--- config.mk ---
export PLATFORM = sky130hd
export DESIGN_NAME = spm_top
export DESIGN_NICKNAME = d
export VERILOG_FILES = /design/src/spm_pkg.sv /design/src/spm_top.sv
export SDC_FILE = /design/constraint.sdc
export NUM_CORES = 1
export LEC_CHECK = 0
export BUFFER_PORTS_ARGS = -buffer_cell sky130_fd_sc_hd__buf_4
export CAP_MARGIN = 20
export CORE_ASPECT_RATIO = 1.5
export CORE_UTILIZATION = 45
export CTS_CLUSTER_DIAMETER = 60
export CTS_CLUSTER_SIZE = 25
export DETAILED_ROUTE_END_ITERATION = 16
export GPL_ROUTABILITY_DRIVEN = 0
export PLACE_DENSITY = 0.64
export SLEW_MARGIN = 20
export SYNTH_ARGS = -nofsm -noshare
export SYNTH_HDL_FRONTEND = slang
export SYNTH_SLANG_ARGS = --single-unit
--- constraint.sdc ---
create_clock -name CORE_CLK -period 4.1 [get_ports CORE_CLK]
set_input_delay 0.82 -clock CORE_CLK [delete_from_list [all_inputs] [get_ports CORE_CLK]]
set_output_delay 0.82 -clock CORE_CLK [all_outputs]
set_load 0.05 [all_outputs]
--- src/spm_pkg.sv ---
// Constants and types shared by the serial port master/slave block.
`default_nettype none
package spm_pkg;

    // ------------------------------------------------------------------
    // Register offsets.
    // ------------------------------------------------------------------
    localparam logic [1:0] SPM_CTRL_OFS = 2'h0;
    localparam logic [1:0] SPM_STAT_OFS = 2'h1;
    localparam logic [1:0] SPM_DATA_OFS = 2'h2;

    // ------------------------------------------------------------------
    // Control register fields.
    // ------------------------------------------------------------------
    localparam int SPM_IRQ_EN_BIT = 7;
    localparam int SPM_PORT_EN_BIT = 6;
    localparam int SPM_LSB_FIRST_BIT = 5;
    localparam int SPM_MASTER_BIT = 4;
    localparam int SPM_IDLE_LVL_BIT = 3;
    localparam int SPM_PHASE_BIT = 2;
    localparam int SPM_RATE_HI_BIT = 1;
    localparam int SPM_RATE_LO_BIT = 0;

    // ------------------------------------------------------------------
    // Status register fields.
    // ------------------------------------------------------------------
    localparam int SPM_XFER_FLAG_BIT = 7;
    localparam int SPM_WRITE_COLLISION_FLAG_BIT = 6;
    localparam int SPM_DBL_BIT = 0;

    // ------------------------------------------------------------------
    // Reset values.
    // ------------------------------------------------------------------
    localparam logic [7:0] SPM_CTRL_RST = 8'h00;
    localparam logic [7:0] SPM_DATA_RST = 8'h00;
    localparam logic [3:0] SPM_SYNC_RST = 4'h8;

    // ------------------------------------------------------------------
    // Pin indices of the synchronised inputs.
    // ------------------------------------------------------------------
    localparam int SPM_PIN_MOSI = 0;
    localparam int SPM_PIN_MISO = 1;
    localparam int SPM_PIN_SCK = 2;
    localparam int SPM_PIN_SS = 3;

    // ------------------------------------------------------------------
    // Timing: half SCK period in core clocks, indexed {double, rate[1:0]}.
    // ------------------------------------------------------------------
    localparam logic [7:0][6:0] SPM_HALF_TBL = {7'h20, 7'h10, 7'h04, 7'h01,
                                                 7'h40, 7'h20, 7'h08, 7'h02};
    localparam logic [3:0] SPM_LAST_EDGE = 4'hF;
    localparam logic [2:0] SPM_LAST_BIT = 3'h7;

    typedef enum logic [1:0] {
        SPM_IDLE = 2'b00,
        SPM_SHIFT = 2'b01
    } spm_state_t;

    typedef struct packed {
        logic [7:0] ctrl;
        logic dbl;
        logic xfer_flag;
        logic write_collision_flag;
        logic arm_flag;
        logic arm_write_collision_flag;
        logic [7:0] rxbuf;
        logic [7:0] sh;
        logic out_bit;
        logic sck;
        spm_state_t state;
        logic [3:0] edge_cnt;
        logic [6:0] div;
        logic [2:0] bits;
        logic [7:0] rdata;
        logic [3:0] s1;
        logic [3:0] s2;
        logic [3:0] s3;
        logic [3:0] flt;
        logic sck_prev;
        logic [4:0] tog;
    } spm_regs_t;

endpackage
`default_nettype wire

--- src/spm_top.sv ---
// Byte-wide serial peripheral port, master or slave, with its register file.
//
// Summary of operation
// Slave: select input, MISO drives when enabled
// Select high resets slave logic, drops byte
// Master select output pin is ignored
// Master select low forces slave, sets flag
// Outside keeps select-input high for master
// Software re-arms master after fall-back
// Interrupt from enable, flag, global enable
// Nothing operates unless port enabled
// Bit order: one means LSB first
// Role bit: one master, zero slave
// Idle level selects SCK idle polarity
// Phase selects sample leading or trailing
// Rate bits and double select divider
// Flag sets on byte done, fault
// Flag clears by vector or read-then-access
// Collision flag on busy data write
// Status reserved bits read zero
// Double speed halves master SCK period
// External SCK at most quarter core clock
// Data write starts, read gives buffer
// Output and capture on opposite edges
// Master issues exactly eight clocks, stops
// Receive buffer overwritten by next byte
// Deselected slave keeps MISO off, ignores SCK
// Slave SCK synchronised and edge detected
// Three-bit counter clears per byte, deselect
//
// The strobed register port and the placing of the registers were left to the implementer.
`timescale 1ns/100ps
`default_nettype none
module spm_top (
    input wire logic CORE_CLK,
    input wire logic RST_N,
    input wire logic [1:0] ADDR,
    input wire logic [7:0] WDATA,
    input wire logic WR,
    input wire logic RD,
    output logic [7:0] RDATA,
    input wire logic GLOBAL_IRQ_EN,
    input wire logic IRQ_ACK,
    output logic IRQ,
    input wire logic MOSI_DIR,
    input wire logic MISO_DIR,
    input wire logic SCK_DIR,
    input wire logic SS_DIR,
    input wire logic MOSI_I,
    output logic MOSI_O,
    output logic MOSI_OE,
    input wire logic MISO_I,
    output logic MISO_O,
    output logic MISO_OE,
    input wire logic SCK_I,
    output logic SCK_O,
    output logic SCK_OE,
    input wire logic SS_I
);
    import spm_pkg::*;

    // ------------------------------------------------------------------
    // State and decoded control.
    // ------------------------------------------------------------------
    localparam spm_regs_t SPM_REGS_RST = '{
        ctrl: SPM_CTRL_RST, dbl: 1'b0, xfer_flag: 1'b0, write_collision_flag: 1'b0,
        arm_flag: 1'b0, arm_write_collision_flag: 1'b0, rxbuf: SPM_DATA_RST,
        sh: SPM_DATA_RST, out_bit: 1'b0, sck: 1'b0, state: SPM_IDLE,
        edge_cnt: 4'h0, div: 7'h00, bits: 3'h0, rdata: 8'h00,
        s1: SPM_SYNC_RST, s2: SPM_SYNC_RST, s3: SPM_SYNC_RST,
        flt: SPM_SYNC_RST, sck_prev: 1'b0, tog: 5'h00};

    spm_regs_t s_q;
    spm_regs_t s_d;
    logic en;
    logic master;
    logic lsb_first;
    logic idle_lvl;
    logic phase;
    logic [6:0] half;
    logic ss_f;
    logic sck_f;
    logic din;
    logic busy_any;
    logic dat_acc;
    logic xfer_done;
    logic mode_fault;
    logic lead_ev;
    logic trail_ev;
    logic sample_ev;
    logic setup_ev;
    logic [7:0] sh_next;

    assign en = s_q.ctrl[SPM_PORT_EN_BIT];
    assign master = s_q.ctrl[SPM_MASTER_BIT];
    assign lsb_first = s_q.ctrl[SPM_LSB_FIRST_BIT];
    assign idle_lvl = s_q.ctrl[SPM_IDLE_LVL_BIT];
    assign phase = s_q.ctrl[SPM_PHASE_BIT];
    // rate select
    // double speed
    assign half = SPM_HALF_TBL[{s_q.dbl, s_q.ctrl[SPM_RATE_HI_BIT], s_q.ctrl[SPM_RATE_LO_BIT]}];
    assign ss_f = s_q.flt[SPM_PIN_SS];
    assign sck_f = s_q.flt[SPM_PIN_SCK];
    assign din = master ? s_q.flt[SPM_PIN_MISO] : s_q.flt[SPM_PIN_MOSI];
    // bit order
    assign sh_next = lsb_first ? {din, s_q.sh[7:1]} : {s_q.sh[6:0], din};
    assign busy_any = (s_q.state == SPM_SHIFT) || (!master && s_q.bits != 3'h0);
    assign dat_acc = (WR || RD) && ADDR == SPM_DATA_OFS;

    // ------------------------------------------------------------------
    // Pin drivers.
    // ------------------------------------------------------------------
    // quiet when disabled
    // role picks pin directions
    assign MOSI_O = s_q.out_bit;
    assign MOSI_OE = en && master && MOSI_DIR;
    assign SCK_O = s_q.sck;
    assign SCK_OE = en && master && SCK_DIR;
    // slave MISO drive
    // deselected slave tri-state
    assign MISO_O = s_q.out_bit;
    assign MISO_OE = en && !master && !ss_f && MISO_DIR;
    // interrupt request
    assign IRQ = s_q.xfer_flag && s_q.ctrl[SPM_IRQ_EN_BIT] && GLOBAL_IRQ_EN;
    assign RDATA = s_q.rdata;

    // ------------------------------------------------------------------
    // Next-state logic.
    // ------------------------------------------------------------------
    always_comb begin
        s_d = s_q;
        s_d.rdata = 8'h00;
        xfer_done = 1'b0;
        mode_fault = 1'b0;
        lead_ev = 1'b0;
        trail_ev = 1'b0;

        // synchronise pins
        // A level counts only once the second and third stages agree, so a
        // glitch shorter than a core period never reaches the shifter.
        s_d.s1 = {SS_I, SCK_I, MISO_I, MOSI_I};
        s_d.s2 = s_q.s1;
        s_d.s3 = s_q.s2;
        for (int i = 0; i < 4; i++) begin
            if (s_q.s2[i] == s_q.s3[i]) begin
                s_d.flt[i] = s_q.s3[i];
            end
        end
        s_d.sck_prev = sck_f;

        // Register writes.
        if (WR && ADDR == SPM_CTRL_OFS) begin
            s_d.ctrl = WDATA;
        end
        if (WR && ADDR == SPM_STAT_OFS) begin
            s_d.dbl = WDATA[SPM_DBL_BIT];
        end

        // read-then-access clear
        if (dat_acc) begin
            if (s_q.arm_flag || s_q.arm_write_collision_flag) begin
                s_d.xfer_flag = 1'b0;
            end
            if (s_q.arm_write_collision_flag) begin
                s_d.write_collision_flag = 1'b0;
            end
            s_d.arm_flag = 1'b0;
            s_d.arm_write_collision_flag = 1'b0;
        end
        if (IRQ_ACK) begin
            s_d.xfer_flag = 1'b0;
        end

        // data write starts
        if (WR && ADDR == SPM_DATA_OFS && en) begin
            if (!busy_any) begin
                s_d.sh = WDATA;
                s_d.out_bit = lsb_first ? WDATA[0] : WDATA[7];
                if (master) begin
                    s_d.state = SPM_SHIFT;
                    s_d.edge_cnt = 4'h0;
                    s_d.div = half - 7'h01;
                    s_d.tog = 5'h00;
                end
            end
        end

        // master fall-back
        // select output ignored
        mode_fault = en && master && !SS_DIR && !ss_f;

        if (!en) begin
            s_d.state = SPM_IDLE;
            s_d.bits = 3'h0;
            s_d.edge_cnt = 4'h0;
            s_d.sck = idle_lvl;
        end else if (mode_fault) begin
            s_d.ctrl[SPM_MASTER_BIT] = 1'b0;
            s_d.state = SPM_IDLE;
            s_d.bits = 3'h0;
            s_d.edge_cnt = 4'h0;
            s_d.sck = idle_lvl;
        end else if (master) begin
            if (s_q.state == SPM_SHIFT) begin
                if (s_q.div == 7'h00) begin
                    s_d.div = half - 7'h01;
                    s_d.sck = ~s_q.sck;
                    s_d.tog = s_q.tog + 5'h01;
                    s_d.edge_cnt = s_q.edge_cnt + 4'h1;
                    lead_ev = !s_q.edge_cnt[0];
                    trail_ev = s_q.edge_cnt[0];
                    // eight clocks then stop
                    if (s_q.edge_cnt == SPM_LAST_EDGE) begin
                        s_d.state = SPM_IDLE;
                        xfer_done = 1'b1;
                    end
                end else begin
                    s_d.div = s_q.div - 7'h01;
                end
            end else begin
                // idle level
                s_d.sck = idle_lvl;
            end
        end else begin
            s_d.state = SPM_IDLE;
            s_d.sck = idle_lvl;
            if (ss_f) begin
                // deselect resets
                // counter clears on deselect
                s_d.bits = 3'h0;
            end else if (sck_f != s_q.sck_prev) begin
                // leading edge leaves idle level
                lead_ev = (sck_f != idle_lvl);
                trail_ev = (sck_f == idle_lvl);
            end
        end

        // phase picks sample edge
        // opposite edges
        sample_ev = phase ? trail_ev : lead_ev;
        setup_ev = phase ? lead_ev : trail_ev;
        if (sample_ev) begin
            s_d.sh = sh_next;
            // wraps at byte boundary
            s_d.bits = s_q.bits + 3'h1;
            if (!master && s_q.bits == SPM_LAST_BIT) begin
                xfer_done = 1'b1;
            end
        end
        if (setup_ev) begin
            s_d.out_bit = lsb_first ? s_q.sh[0] : s_q.sh[7];
        end

        // receive buffer overwrite
        if (xfer_done) begin
            s_d.rxbuf = s_d.sh;
        end

        // Status read arms the clear; sets below win over any clear.
        if (RD && ADDR == SPM_STAT_OFS) begin
            s_d.arm_flag = s_q.xfer_flag;
            s_d.arm_write_collision_flag = s_q.write_collision_flag;
        end
        // flag set
        if (xfer_done || mode_fault) begin
            s_d.xfer_flag = 1'b1;
        end
        // collision set
        if (WR && ADDR == SPM_DATA_OFS && en && busy_any) begin
            s_d.write_collision_flag = 1'b1;
        end

        // Register reads, answered in the following cycle.
        if (RD) begin
            case (ADDR)
                SPM_CTRL_OFS: s_d.rdata = s_q.ctrl;
                // reserved zero
                SPM_STAT_OFS: s_d.rdata = {s_q.xfer_flag, s_q.write_collision_flag, 5'h00, s_q.dbl};
                SPM_DATA_OFS: s_d.rdata = s_q.rxbuf;
                default: s_d.rdata = 8'h00;
            endcase
        end
    end

    // ------------------------------------------------------------------
    // State register.
    // ------------------------------------------------------------------
    always_ff @(posedge CORE_CLK or negedge RST_N) begin
        if (!RST_N) begin
            s_q <= SPM_REGS_RST;
        end else begin
            s_q <= s_d;
        end
    end

    // shift cycle count
    // A slow transfer outlasts any delay range worth unrolling, so its
    // length is kept in a small counter and the bound is checked on that.
    logic [10:0] shift_cyc_q;
    always_ff @(posedge CORE_CLK or negedge RST_N) begin
        if (!RST_N) begin
            shift_cyc_q <= 11'h000;
        end else if (s_q.state == SPM_SHIFT) begin
            shift_cyc_q <= shift_cyc_q + 11'h001;
        end else begin
            shift_cyc_q <= 11'h000;
        end
    end
endmodule // spm_top
`default_nettype wire

==> flow_summary.yaml <==
status:
  status: "finished, final reports clean"
power:
  p_per_area_mw_per_mm2: 525
  vdd_drop_max_v: 0.000292
  p_int_uw: 1450
  power_switching_uw: 658
  seq_power_share_pct: 45.9
  leakage_uw: 0.00192
  p_comb_share_pct: 21.4
  power_frac_clock_pct: 32.7
  switching_share_pct: 31.3
final_layout:
  insertedDiodeCount: 0
  fin_cells: 440
  stdcell_area_mm2: 0.00401
  final_common_cell: "dfrtp_1"
  area_growth_syn_to_layout_pct: 16.1
  drive_above_1_share_pct: 24.1
  most-common-layout-cells: "dfrtp_1 (68), mux2i_1 (39), buf_4 (38), nor2_1 (22), o21ai_0 (22)"
  final_nets: 364
sta:
  finClkSkew_ns: 0.00475
  fmaxAchievable_mhz: 339
  slew_viol_final: 0
  hold-worst-slack_ns: 0.349
  period_share_pct: 71.9
  tightest_slew_ns: 1.01
  final-setup-viol-count: 0
  relSlewSlack_pct: 32.1
  hold_viol: 0
  rsz0062_at_grt: "false"
  post-route-min-period_ns: 2.95
  fin_tns_setup_ns: 0
worst_setup_path:
  path_cells: "inv_1 > ha_1 > or3b_1 > nor4_4 > a32o_2 > mux2i_4 > o32ai_4 > mux2_2"
  crit_slowest_cell: "o32ai_4"
  required_ns: 4.35
  setup.worst_path.end_class: "register"
  cp.arrival_ns: 3.20
  crit_type: "register to register"
  cp-start-kind: "register"
  cp_top_family: "simple AND/OR/NAND/NOR gates"
  cpPeakStageDelay_ns: 0.51
  critPathMaxFanout: 15
  path_buf_inv: 1
synth:
  syn_area_per_cell_um2: 11.3
  synthArstFlopShare_pct: 100
  ys_seq_elements: 72
  synth_nets: 334
  yosysSeqAreaShare_pct: 52.4
  synth_cell_type_count: 41
  syn-cell-area_mm2: 0.00345
  ys.flop_type: "dfrtp_1"
  synth_edf_count: 0
  postSynthCellCount: 305
  ys_warn_count: 0
die:
  ios: 39
  die-width_um: 73.5
  die_area_mm2: 0.00802
  start_util_pct: 47.1
  rows: 38
  die_y_um: 109
  core_mm2: 0.00732
global_routing:
  grt_max_degree: 73
  antenna_found_initial: 0
  grt_pass1_vias: 2344
  track_usage_pct: 19.9
  overflow: 0
  grt_pass1_wl_mm: 11.6
cts:
  clockBufferDepth: 2
  path_clk_slew_ns: 0.07
  cts_hold_buffers: 0
  htree_levels: 3
  postCtsSetupBuffers: 0
  cts_tree: "done"
  numCtsBuffers: 9
  ctsResizeCount: 0
  cts-root-buf: "clkbuf_8"
  insertion_delay_ns: 0.36
  clock-sinks: 72
drt:
  routedWlPerCell_um: 16.1
  vias_per_cell: 5.40
  ant_nets: 0
  drtIter0Drc: 161
  wl_mm: 7.08
  drc: 0
  firstDrtPassIters: 4
  vias: 2375
placement:
  dp.cells: 423
  hpwl_mm: 4.98
  placed_area_mm2: 0.00375
  port_buffers: 38
hold_path:
  hp-class: "register to register"
run:
  cap_violations: 0
[path summary, 6_finish.rpt]
| check | startpoint | depth (start not counted) | to | slack, ns |
|---|---|---|---|---|
| worst max-delay path | s_q[33] | 8 | s_q[61] | 1.15 |
| max in group asynchronous | RST_N | 1 | s_q[76] | 2.92 |
| worst min register to register | s_d[15] | 0 | s_d[11] | 0.35 |
| worst min-delay path | s_d[15] | 0 | s_d[11] | 0.35 |
| min in group asynchronous | RST_N | 1 | s_q[42] | 0.58 |
| worst max register to register | s_q[33] | 8 | s_q[61] | 1.15 |
[power by group through the flow]
stage | Combinational (µW) | Clock (µW) | Sequential (µW)
after CTS | 453 | 704 | 965
after global placement | 443 | 0 | 976
after floorplan | 341 | 0 | 940
final | 449 | 689 | 966
after detailed placement | 451 | 0 | 979
after global routing | 500 | 734 | 987
[kinds of logic (layout without fill, tap and decap cells)]
kind of cell / after synthesis / in the layout / share of synthesized area [%]
flip-flops: 72 / 72 / 52.4
XOR/XNOR: 3 / 3 / 0.762
buffers and inverters: 32 / 67 / 4.54
AND/OR/NAND/NOR: 84 / 84 / 12.6
AO/OA/AOI/OAI: 48 / 48 / 9.22
adder cells (fa/ha/maj): 9 / 9 / 2.98
multiplexers: 57 / 57 / 17.5
[synthesized netlist by cell type, types with 2 or more instances]
master / instances / share of area (%)
mux2_2: 16 / 5.2
a22o_1: 4 / 1.0
or3_1: 3 / 0.54
nand2_1: 19 / 2.1
a21oi_1: 8 / 1.2
maj3_1: 4 / 1.2
xor2_1: 2 / 0.51
nand2b_1: 4 / 0.73
inv_1: 12 / 1.3
ha_1: 5 / 1.8
nand3_1: 4 / 0.58
clkbuf_1: 7 / 0.76
dfstp_2: 4 / 3.0
a31oi_1: 3 / 0.54
a221oi_1: 3 / 0.76
nor3_1: 9 / 1.3
buf_4: 9 / 2.0
or2_2: 3 / 0.54
and3_1: 4 / 0.73
o21ai_0: 22 / 3.2
buf_1: 2 / 0.22
and2_1: 2 / 0.36
dfrtp_1: 68 / 49
mux2i_1: 39 / 11
o211ai_1: 3 / 0.65
nor2_1: 22 / 2.4
nor2b_1: 5 / 0.91
nor3b_1: 5 / 1.1
buf_2: 2 / 0.29
[layer usage]
layer | part of all wire [%] | track usage, % | vias to the layer above
li1 | - | - | 1130
met2 | 51 | 33.1 | 70
met1 | 42 | 24.3 | 1163
met4 | 1.9 | 8.93 | 0
met5 | 0 | 0 | -
met3 | 4.9 | 4.44 | 12
[area by class of cell]
cell class,count,area [µm²]
Clock buffer,11,141
Clock inverter,5,104
Fill cell,674,3320
Inverter,12,45.0
Multi-Input combinational cell,201,1490
Sequential cell,72,1810
Tap cell,100,125
Timing Repair Buffer,39,293
[per-stage QoR]
step                      util (%)  setup slack [ns]  power [µW]
after floorplan                  -              1.49        1280
after global placement        51.2              1.19        1420
after detailed placement      51.2              1.13        1430
after CTS                     54.6              1.13        2120
after global routing          54.7             0.960        2220
final                         54.7              1.15        2100
[registers in the layout (all words and copies together) (netlist names)]
signal     cells
en             1
idle_lvl       1
RDATA          8
phase          1
SCK_O          1
master         1
s_q           48
s_d            9
lsb_first      1
MISO_O         1
No activity file was read; power rests on OpenSTA's default activity.
